--- src/rtl/pes_pkg.sv ---
// package: constants and carrier types for the enable and reset supervisor
`default_nettype none
package pes_pkg;
  // clock rate
  localparam int unsigned CLK_HZ = 100_000_000;
  // low-frequency timing oscillator rate, derived by a divider
  localparam int unsigned LF_HZ = 32_000;
  localparam int unsigned LF_DIV = CLK_HZ / LF_HZ;
  // delays in microseconds and milliseconds, as printed
  localparam int unsigned BIAS_DELAY_US = 170;
  localparam int unsigned SOFT_START_US = 750;
  localparam int unsigned WARM_FILTER_MS = 30;
  localparam int unsigned RESET_PER_NF_MS = 100;
  // delays in low-frequency ticks, rounded up
  localparam int unsigned BIAS_TICKS =
    (BIAS_DELAY_US * LF_HZ + 999_999) / 1_000_000;
  localparam int unsigned SOFT_TICKS =
    (SOFT_START_US * LF_HZ + 999_999) / 1_000_000;
  localparam int unsigned WARM_TICKS = (WARM_FILTER_MS * LF_HZ + 999) / 1000;
  localparam int unsigned RESET_TICKS_PER_NF =
    (RESET_PER_NF_MS * LF_HZ + 999) / 1000;
  // bit positions in converter control
  localparam int unsigned CONV_LOW_RIPPLE_BIT = 3;
  // bit positions of the two flags and five rails in the status word
  localparam int unsigned PNG_SUPPLY_FAIL = 7;
  localparam int unsigned PNG_BATT_LOW = 6;
  localparam int unsigned PNG_BUCK1 = 5;
  localparam int unsigned PNG_BUCK2 = 4;
  localparam int unsigned PNG_BUCK3 = 3;
  localparam int unsigned PNG_LIN_TWO = 2;
  localparam int unsigned PNG_LIN_ONE = 1;
  // reset values
  localparam logic [7:0] ENABLE_RESET = 8'hFF;
  localparam logic [7:0] MASK_RESET = 8'hC0;
  localparam logic [7:0] DISCHARGE_RESET = 8'h00;
  // voltage codes in millivolts
  localparam logic [11:0] MV_1200 = 12'h4B0;
  localparam logic [11:0] MV_1300 = 12'h514;
  localparam logic [11:0] MV_1600 = 12'h640;
  localparam logic [11:0] MV_1800 = 12'h708;
  localparam logic [11:0] MV_2800 = 12'hAF0;
  localparam logic [11:0] MV_3300 = 12'hCE4;
  // per-converter start phase
  typedef enum logic [1:0] {PES_OFF, PES_BIAS, PES_RAMP, PES_RUN} pes_phase_t;
  // analog comparator results from the front end
  typedef struct packed {
    logic supply_low;     // main supply under lockout threshold
    logic over_temp;      // junction above shutdown temperature
    logic clock_rail_ok;  // clock rail above reset release level
    logic supply_fail;    // supply-fail sense below 1 V
    logic battery_low;    // battery-low sense below 1 V
    logic [4:0] rail_low; // rail under power-good threshold, bit per rail
  } pes_analog_t;
  // voltage targets handed to the analog loops
  typedef struct packed {
    logic [11:0] buck1;
    logic [11:0] buck2;
    logic [11:0] buck3;
    logic [11:0] lin_one;
    logic [11:0] lin_two;
  } pes_volt_t;
endpackage : pes_pkg
`default_nettype wire

--- src/rtl/pes_supervisor.sv ---
// module: enable, power-good and reset supervisor of a multi-rail supply
// Function
// - control bit 3 selects low-ripple pfm
// - bias 170 us, then 750 us soft-start
// - discharge off at reset, active while disabled
// - rail low flags shown in status
// - interrupt when a monitored rail falls low
// - disabled rail reports power good
// - one pin enables both linears, software gates
// - lockout or overheat shuts every regulator
// - lockout disables all converters and linears
// - buck enable pin low disables its converter
// - buck1 default 1.2 V or 1.6 V
// - buck2 and buck3 default 1.8 V or 3.3 V
// - warm reset pulls reset, restores buck1 only
// - warm reset accepted after 30 ms filter
// - reset held while clock rail low, then delay
// - reset output is open drain
// - supply-fail and battery-low flags reported
// - buck1 defaults on warm, rail, lockout, reset
// - linear select pins latched at power-up
// - linear voltages reprogrammable after power-up
// - off mode under lockout, regulators on-mode only
// - enable is bit and pin; bits reset high
// - mask bit stops flag reaching interrupt
// - interrupt low while enabled rail out
`default_nettype none
module pes_supervisor #(
  parameter int unsigned RESET_CAP_NF = 1, // delay capacitor value
  parameter int unsigned RESET_TICKS = pes_pkg::RESET_TICKS_PER_NF *
    RESET_CAP_NF,                        // reset release delay in ticks
  parameter int unsigned WARM_TICKS = pes_pkg::WARM_TICKS, // warm filter
  parameter int unsigned LF_DIV = pes_pkg::LF_DIV // oscillator divider
) (
  input wire logic mclk_i,
  input wire logic rst_i,
  input wire pes_pkg::pes_analog_t analog_i,   // comparator results
  input wire logic buck1_enable_pin_i,
  input wire logic buck2_enable_pin_i,
  input wire logic buck3_enable_pin_i,
  input wire logic linear_regs_enable_pin_i,
  input wire logic buck1_default_sel_i,
  input wire logic buck2_default_sel_i,
  input wire logic buck3_default_sel_i,
  input wire logic linear_default_sel_a_i,
  input wire logic linear_default_sel_b_i,
  input wire logic warm_reset_in_i,            // high active warm reset
  input wire logic [7:0] converter_control_reg_i, // converter control
  input wire logic [7:0] discharge_control_reg_i, // discharge per buck
  input wire logic [7:0] mask_wdata_i,         // mask value to write
  input wire logic mask_we_i,                  // mask write strobe
  input wire logic [7:0] enable_wdata_i,       // enable bits to write
  input wire logic enable_we_i,                // enable write strobe
  input wire logic [11:0] lin_one_wdata_i,     // linear one voltage
  input wire logic lin_one_we_i,
  input wire logic [11:0] lin_two_wdata_i,     // linear two voltage
  input wire logic lin_two_we_i,
  input wire logic [11:0] buck1_wdata_i,       // buck1 core voltage
  input wire logic buck1_we_i,
  output logic [2:0] buck_enable_o,            // buck 3..1 run
  output logic [2:0] buck_switch_o,            // buck 3..1 switching
  output logic [2:0] buck_soft_start_o,        // buck 3..1 ramping
  output logic [2:0] buck_discharge_o,         // buck 3..1 discharge
  output logic low_ripple_o,                   // low-ripple pfm
  output logic [1:0] linear_enable_o,          // linear two..one run
  output logic [4:0] comparator_on_o,          // power-good comp enable
  output pes_pkg::pes_volt_t volt_o,           // voltage targets
  output logic [7:0] power_not_good_status_o,  // status word
  output logic [7:0] mask_o,                   // mask readback
  output logic [7:0] enable_bits_o,            // enable readback
  output logic on_mode_o,                      // device in on mode
  output logic supply_fail_flag_o,
  output logic battery_low_flag_o,
  output logic int_n_o,                        // interrupt, low active
  output logic system_reset_out_o,             // pin drive level, low
  output logic system_reset_out_oe_n_o         // low while pulling low
);
  // ---- oscillator divider
  logic [15:0] div_count; // cycles into current tick
  wire tick = (div_count == 16'(LF_DIV - 1));
  always_ff @(posedge mclk_i) begin
    if (rst_i || tick) begin
      div_count <= '0;
    end else begin
      div_count <= div_count + 16'h0001;
    end
  end

  // ---- mode and shutdown
  wire lockout = analog_i.supply_low;
  wire on_mode = !lockout;
  wire shut_all = lockout || analog_i.over_temp;
  assign on_mode_o = on_mode;

  // ---- software enable bits
  logic [7:0] enable_bits; // software enable register
  logic [7:0] next_enable_bits;
  wire [7:0] pin_vec = {2'b11, buck1_enable_pin_i, buck2_enable_pin_i,
    buck3_enable_pin_i, linear_regs_enable_pin_i, linear_regs_enable_pin_i,
    1'b1};
  // write first, then force bits high where the pin is low
  assign next_enable_bits = lockout ? pes_pkg::ENABLE_RESET :
    ((enable_we_i ? enable_wdata_i : enable_bits) | ~pin_vec);
  always_ff @(posedge mclk_i) begin
    if (rst_i) begin
      enable_bits <= pes_pkg::ENABLE_RESET;
    end else begin
      enable_bits <= next_enable_bits;
    end
  end
  assign enable_bits_o = enable_bits;

  // ---- effective enables: bit and pin, gated by shutdown
  wire [4:0] rail_en; // buck1,buck2,buck3,lin_two,lin_one
  assign rail_en = (enable_bits[5:1] & pin_vec[5:1]) &
    {5{!shut_all}};
  // rail_en keeps buck1 in bit 4, which is also bit 2 of the 3..1 output
  assign buck_enable_o = rail_en[4:2];
  assign linear_enable_o = rail_en[1:0];

  // ---- per-buck start phase: bias delay then soft-start
  pes_pkg::pes_phase_t phase [3]; // index 0 = buck1
  logic [2:0] bias_done;
  logic [2:0] ramp_done;
  genvar g;
  generate
    for (g = 0; g < 3; g++) begin : g_buck
      wire en = rail_en[4-g];
      pes_tick_count #(.W(16)) u_bias (
        .mclk_i(mclk_i), .rst_i(rst_i),
        .run_i(en && phase[g] == pes_pkg::PES_BIAS),
        .tick_i(tick), .limit_i(16'(pes_pkg::BIAS_TICKS)),
        .done_o(bias_done[g]));
      pes_tick_count #(.W(16)) u_ramp (
        .mclk_i(mclk_i), .rst_i(rst_i),
        .run_i(en && phase[g] == pes_pkg::PES_RAMP),
        .tick_i(tick), .limit_i(16'(pes_pkg::SOFT_TICKS)),
        .done_o(ramp_done[g]));
      // phase sequence, back to off on any disable
      always_ff @(posedge mclk_i) begin
        if (rst_i || !en) begin
          phase[g] <= pes_pkg::PES_OFF;
        end else begin
          unique case (phase[g])
            pes_pkg::PES_OFF: phase[g] <= pes_pkg::PES_BIAS;
            pes_pkg::PES_BIAS: if (bias_done[g]) begin
              phase[g] <= pes_pkg::PES_RAMP;
            end
            pes_pkg::PES_RAMP: if (ramp_done[g]) begin
              phase[g] <= pes_pkg::PES_RUN;
            end
            pes_pkg::PES_RUN: phase[g] <= pes_pkg::PES_RUN;
          endcase
        end
      end
      // index 2 is buck1 in the 3..1 output order
      assign buck_switch_o[2-g] = (phase[g] == pes_pkg::PES_RAMP) ||
        (phase[g] == pes_pkg::PES_RUN);
      assign buck_soft_start_o[2-g] = (phase[g] == pes_pkg::PES_RAMP);
      // discharge while disabled, if chosen per buck
      assign buck_discharge_o[2-g] = !en &&
        discharge_control_reg_i[g];
    end
  endgenerate

  assign low_ripple_o =
    converter_control_reg_i[pes_pkg::CONV_LOW_RIPPLE_BIT];

  // ---- power-good comparators and status
  assign comparator_on_o = rail_en;
  wire [4:0] rail_bad = analog_i.rail_low & rail_en;
  logic [7:0] status; // registered status word
  always_ff @(posedge mclk_i) begin
    if (rst_i) begin
      status <= 8'h00;
    end else begin
      status <= {analog_i.supply_fail, analog_i.battery_low,
        rail_bad, 1'b0};
    end
  end
  assign power_not_good_status_o = status;
  assign supply_fail_flag_o = status[pes_pkg::PNG_SUPPLY_FAIL];
  assign battery_low_flag_o = status[pes_pkg::PNG_BATT_LOW];

  // ---- interrupt mask
  logic [7:0] mask; // mask register
  always_ff @(posedge mclk_i) begin
    if (rst_i || lockout) begin
      mask <= pes_pkg::MASK_RESET;
    end else if (mask_we_i) begin
      mask <= mask_wdata_i;
    end
  end
  assign mask_o = mask;
  // low while any unmasked flag, or when nothing is enabled
  logic int_n; // registered interrupt level
  always_ff @(posedge mclk_i) begin
    if (rst_i) begin
      int_n <= 1'b0;
    end else begin
      int_n <= !(|(status & ~mask)) && (|rail_en);
    end
  end
  assign int_n_o = int_n;

  // ---- warm reset filter
  logic warm_ok; // filtered warm reset
  pes_tick_count #(.W(16)) u_warm (
    .mclk_i(mclk_i), .rst_i(rst_i), .run_i(warm_reset_in_i),
    .tick_i(tick), .limit_i(16'(WARM_TICKS)), .done_o(warm_ok));

  // ---- system reset delay after clock rail rises
  logic rail_delay_done;
  pes_tick_count #(.W(24)) u_rst (
    .mclk_i(mclk_i), .rst_i(rst_i), .run_i(analog_i.clock_rail_ok),
    .tick_i(tick), .limit_i(24'(RESET_TICKS)),
    .done_o(rail_delay_done));
  wire reset_active = !rail_delay_done || warm_ok;
  logic sys_reset; // registered reset state, high = asserted
  always_ff @(posedge mclk_i) begin
    if (rst_i) begin
      sys_reset <= 1'b1;
    end else begin
      sys_reset <= reset_active;
    end
  end
  // open drain: pull low when asserted, else release
  assign system_reset_out_o = 1'b0;
  assign system_reset_out_oe_n_o = !sys_reset;

  // ---- default voltages
  wire [11:0] buck1_def = buck1_default_sel_i ?
    pes_pkg::MV_1600 : pes_pkg::MV_1200;
  wire [11:0] buck2_def = buck2_default_sel_i ?
    pes_pkg::MV_3300 : pes_pkg::MV_1800;
  wire [11:0] buck3_def = buck3_default_sel_i ?
    pes_pkg::MV_3300 : pes_pkg::MV_1800;
  wire [1:0] lin_sel = {linear_default_sel_b_i, linear_default_sel_a_i};
  wire [11:0] lin_one_def = (lin_sel == 2'h1) ? pes_pkg::MV_2800 :
    (lin_sel == 2'h3) ? pes_pkg::MV_1800 : pes_pkg::MV_1300;
  wire [11:0] lin_two_def = (lin_sel == 2'h2) ? pes_pkg::MV_1800 :
    pes_pkg::MV_3300;

  // ---- buck1 voltage, back to default on any reset source
  wire buck1_restore = warm_ok || !analog_i.clock_rail_ok || lockout ||
    sys_reset;
  logic [11:0] buck1_v; // buck1 target
  always_ff @(posedge mclk_i) begin
    if (rst_i || buck1_restore) begin
      buck1_v <= buck1_def;
    end else if (buck1_we_i) begin
      buck1_v <= buck1_wdata_i;
    end
  end

  // ---- linear voltages: latch at power-up, then writable
  logic latched; // power-up latch taken
  logic [11:0] lin_one_v;
  logic [11:0] lin_two_v;
  always_ff @(posedge mclk_i) begin
    if (rst_i) begin
      latched <= 1'b0;
    end else begin
      latched <= 1'b1;
    end
  end
  always_ff @(posedge mclk_i) begin
    if (rst_i) begin
      lin_one_v <= pes_pkg::MV_1300;
      lin_two_v <= pes_pkg::MV_3300;
    end else if (!latched) begin
      lin_one_v <= lin_one_def;
      lin_two_v <= lin_two_def;
    end else begin
      if (lin_one_we_i) begin
        lin_one_v <= lin_one_wdata_i;
      end
      if (lin_two_we_i) begin
        lin_two_v <= lin_two_wdata_i;
      end
    end
  end

  assign volt_o = '{buck1: buck1_v, buck2: buck2_def, buck3: buck3_def,
    lin_one: lin_one_v, lin_two: lin_two_v};
endmodule : pes_supervisor
`default_nettype wire

--- src/rtl/pes_tick_count.sv ---
// module: counter of low-frequency ticks with a terminal flag
`default_nettype none
module pes_tick_count #(
  parameter int unsigned W = 16
) (
  input wire logic mclk_i,
  input wire logic rst_i,
  input wire logic run_i,        // count while high, clear while low
  input wire logic tick_i,       // low-frequency enable pulse
  input wire logic [W-1:0] limit_i, // terminal count
  output logic done_o            // high once limit reached
);
  logic [W-1:0] count; // ticks seen so far
  logic [W-1:0] next_count;
  wire at_limit = (count >= limit_i);
  assign done_o = run_i && at_limit;
  // saturating count up
  assign next_count = !run_i ? '0 :
    (tick_i && !at_limit) ? W'(count + 1'b1) : count;
  // count register
  always_ff @(posedge mclk_i) begin
    if (rst_i) begin
      count <= '0;
    end else begin
      count <= next_count;
    end
  end
endmodule : pes_tick_count
`default_nettype wire

--- config.mk ---
export PLATFORM = sky130hd
export DESIGN_NAME = pes_supervisor
export DESIGN_NICKNAME = d
export VERILOG_FILES = /design/src/rtl/pes_pkg.sv /design/src/rtl/pes_supervisor.sv /design/src/rtl/pes_tick_count.sv
export SDC_FILE = /design/constraint.sdc
export NUM_CORES = 1
export LEC_CHECK = 0
export BUFFER_PORTS_ARGS = -buffer_cell sky130_fd_sc_hd__buf_2
export CAP_MARGIN = 20
export CORE_MARGIN = 2
export CORE_UTILIZATION = 45
export DETAILED_ROUTE_END_ITERATION = 10
export GPL_ROUTABILITY_DRIVEN = 1
export PLACE_DENSITY = 0.69
export SLEW_MARGIN = 25
export SYNTH_ARGS = -nofsm -noshare
export SYNTH_HDL_FRONTEND = slang
export SYNTH_SLANG_ARGS = --single-unit
--- constraint.sdc ---
create_clock -name mclk_i -period 5.5 [get_ports mclk_i]
set_clock_uncertainty 0.2 [all_clocks]
set_input_delay 0.275 -clock mclk_i [delete_from_list [all_inputs] [get_ports mclk_i]]
set_output_delay 0.275 -clock mclk_i [all_outputs]
set_load 0.02 [all_outputs]
==> flow_metrics.tcl <==
set metrics [dict create \
    die_w_um 143 \
    cts_htree_levels 1 \
    timing.rr.start "u_warm.count[10]$_SDFFE_PP0P_" \
    cts.path.max_buffers 3 \
    fmax_mhz 294 \
    syn_area_mm2 0.00868 \
    status "finished, final reports clean" \
    numCtsBuffers 24 \
    r2r_slack_ps 2100 \
    fin_setup_tns_ps 0 \
    grt_overflow 0 \
    hpwlAfterDp_um 12400 \
    antenna_found_initial 0 \
    setup_violations 0 \
    r2r-end "buck1_v[6]$_DFFE_PP_" \
    drtIter0Drc 349 \
    clkTransAtPathRegs_ps 60 \
    pre_cts_ws_ps 2200 \
    rsz0062_at_grt "no" \
    peakVddDrop_mv 0.182 \
    cts_tree "yes" \
    fin_nets 1236 \
    post-route-period-util_pct 61.8 \
    finalMaxSlewViolations 0 \
    synth_edf_count 18 \
    cts.sinks 220 \
    yosys_warnings 0 \
    root_buffer "clkbuf_16" \
    synth_seq_cells 220 \
    p_leak_uw 0.00490 \
    grt_pass1_vias 6649 \
    p_per_area_mw_per_mm2 302 \
    synth_cell_types 52 \
    vias 6829 \
    core-area_mm2 0.0188 \
    slew_headroom_pct 45.4 \
    io_buffer_count 180 \
    grt_pass1_wl_um 31200 \
    period_minus_slack_ps 3400 \
    path_max_fanout 16 \
    start_util_pct 46.1 \
    io_pins 205 \
    crit_type "reg -> reg" \
    netlist_instances 888 \
    grt_start_max_net_pins 29 \
    cap_violations 0 \
    avgSynthCellArea_um2 9.77 \
    async_flop_share_pct 0 \
    endpoint_kind "flop" \
    dieArea_mm2 0.0204 \
    post_drt_via_cell_ratio 4.87 \
    reg2reg_depth 5 \
    final_common_cell "dfxtp_1" \
    ant_nets 0 \
    rows 50 \
    synth-seq-area-share_pct 52.8 \
    hp-class "in -> reg" \
    drive_gt1_share_pct 21.5 \
    hold_path_end "mask_o[1]$_SDFFE_PP0P_" \
    drcViolationCount 0 \
    whs_path_depth 3 \
    totalWireLength_um 19100 \
    fin_ws_ps 2100 \
    dieHeight_um 143 \
    critPathLaunchType "flop" \
    gp_congestion 0.820 \
    fillers 1569 \
    worstSetupStartpoint "u_warm.count[10]$_SDFFE_PP0P_" \
    postCtsResizedCells 0 \
    antenna_cells 0 \
    area_growth_pct 28.5 \
    grt_usage_pct 18.6 \
    worstMarginPinSlew_ps 819 \
    crit_required_ps 5540 \
    layout_common_cells "dfxtp_1 (202), buf_2 (180), nor2_1 (87)" \
    min_from "mask_we_i" \
    worstPathArrival_ps 3440 \
    synthFlopType "dfxtp_1" \
    first_pass_iters 4 \
    hold_viol_final 0 \
    post_drt_wl_per_cell_um 13.6 \
    clk_latency_ps 500 \
]
[layout make-up]
cell class,count,area [um^2],area share [%]
flip-flops and latches,220,4580,41.1
inverters,39,146,1.31
repair buffers,267,1770,15.9
well taps,260,325,2.92
clock buffers,34,679,6.10
multi-input cells,571,3590,32.2
clock inverters,10,51.3,0.460
[state kept, by name, summed over array words and instances, names as in the netlist]
name / cells
buck1_v: 12
div_count: 16
enable_bits_o: 8
g_buck.u_bias.count: 48
g_buck.u_ramp.count: 48
int_n_o: 1
latched: 1
lin_one_v: 12
lin_two_v: 12
mask_o: 8
phase: 6
power_not_good_status_o: 7
sys_reset: 1
u_rst.count: 24
u_warm.count: 16
[per-layer routing]
metal / wire length, um / vias to the layer above / GRT usage [%] / part of all wire (%)
met2: 9070 / 136 / 31.6 / 47
met5: 0 / - / 0 / 0
met4: 590 / 0 / 6.25 / 3.1
met3: 737 / 50 / 3.76 / 3.9
li1: - / 3466 / - / -
met1: 8710 / 3177 / 23.6 / 46
[synthesized netlist by cell type (20+ instances only)]
| cell type | count | area [um^2] |
|---|---|---|
| buf_4 | 32 | 240 |
| clkbuf_1 | 24 | 90.1 |
| nor2_1 | 87 | 327 |
| inv_1 | 38 | 143 |
| and2_1 | 43 | 269 |
| dfxtp_1 | 202 | 4040 |
| and3_1 | 68 | 425 |
| mux2i_1 | 20 | 200 |
| nand2_1 | 54 | 203 |
| o21ai_0 | 25 | 125 |
| a21oi_1 | 36 | 180 |
| nand3_1 | 30 | 150 |
| nor4_1 | 22 | 138 |
| xnor2_1 | 33 | 289 |
[per-stage QoR]
| step | hold slack, ps | std cells | utilization (%) | power, uW | instance area, um^2 |
|---|---|---|---|---|---|
| 3_3_place_gp | 242 | 1271 | 50.7 | 1870 | 9550 |
| 3_5_place_dp | 245 | 1271 | 50.7 | 1870 | 9550 |
| 5_1_grt | 22.2 | 1401 | 59.2 | 3480 | 11100 |
| 2_1_floorplan | 147 | 896 | - | 1810 | 8710 |
| 4_1_cts | 1.99 | 1401 | 59.2 | 3390 | 11100 |
| 6_report | 15.6 | 1401 | 59.2 | 3360 | 11100 |
[critical path, cell delays in order (launching register included)]
cell	delay (ps)
dfxtp_1	300
nor4_1	280
nand3_1	460
a2111oi_4	930
mux2_2	420
dlygate4sd3_1	550
[power by group]
group	switching (uW)	internal, uW	leakage, uW
sequential	14.0	1630	0.00184
combinational	130	109	0.00269
clock	615	861	0.000370
total	759	2600	0.00490
[cell families after synthesis]
kind of cell             share of synthesized area [%]
AND/OR/NAND/NOR                                   24.9
flip-flops                                        52.8
buffers and inverters                             6.13
AO/OA/AOI/OAI                                     5.73
XOR/XNOR                                          4.54
multiplexers                                      3.22
adder cells (fa/ha/maj)                           2.60
other                                           0.0866
[worst max-delay path by stage]
stage / endpoint / slack (ps) / cells past startpoint
4_1_cts: buck1_v[6]$_DFFE_PP_ / 2070 / 5
3_5_place_dp: buck1_v[5]$_DFFE_PP_ / 2200 / 5
3_3_place_gp: buck1_v[4]$_DFFE_PP_ / 2260 / 5
2_1_floorplan: buck1_v[0]$_SDFFCE_PP0P_ / 3450 / 4
6_report: buck1_v[6]$_DFFE_PP_ / 2100 / 5
5_1_grt: buck1_v[9]$_DFFE_PP_ / 1880 / 5
[what timing repair did]
item                                   in CTS  in global routing
endpoints found under the hold margin      63                  0
hold buffers                               86                  0
setup buffers                               0                  0
No activity file was read; power rests on OpenSTA's default activity.
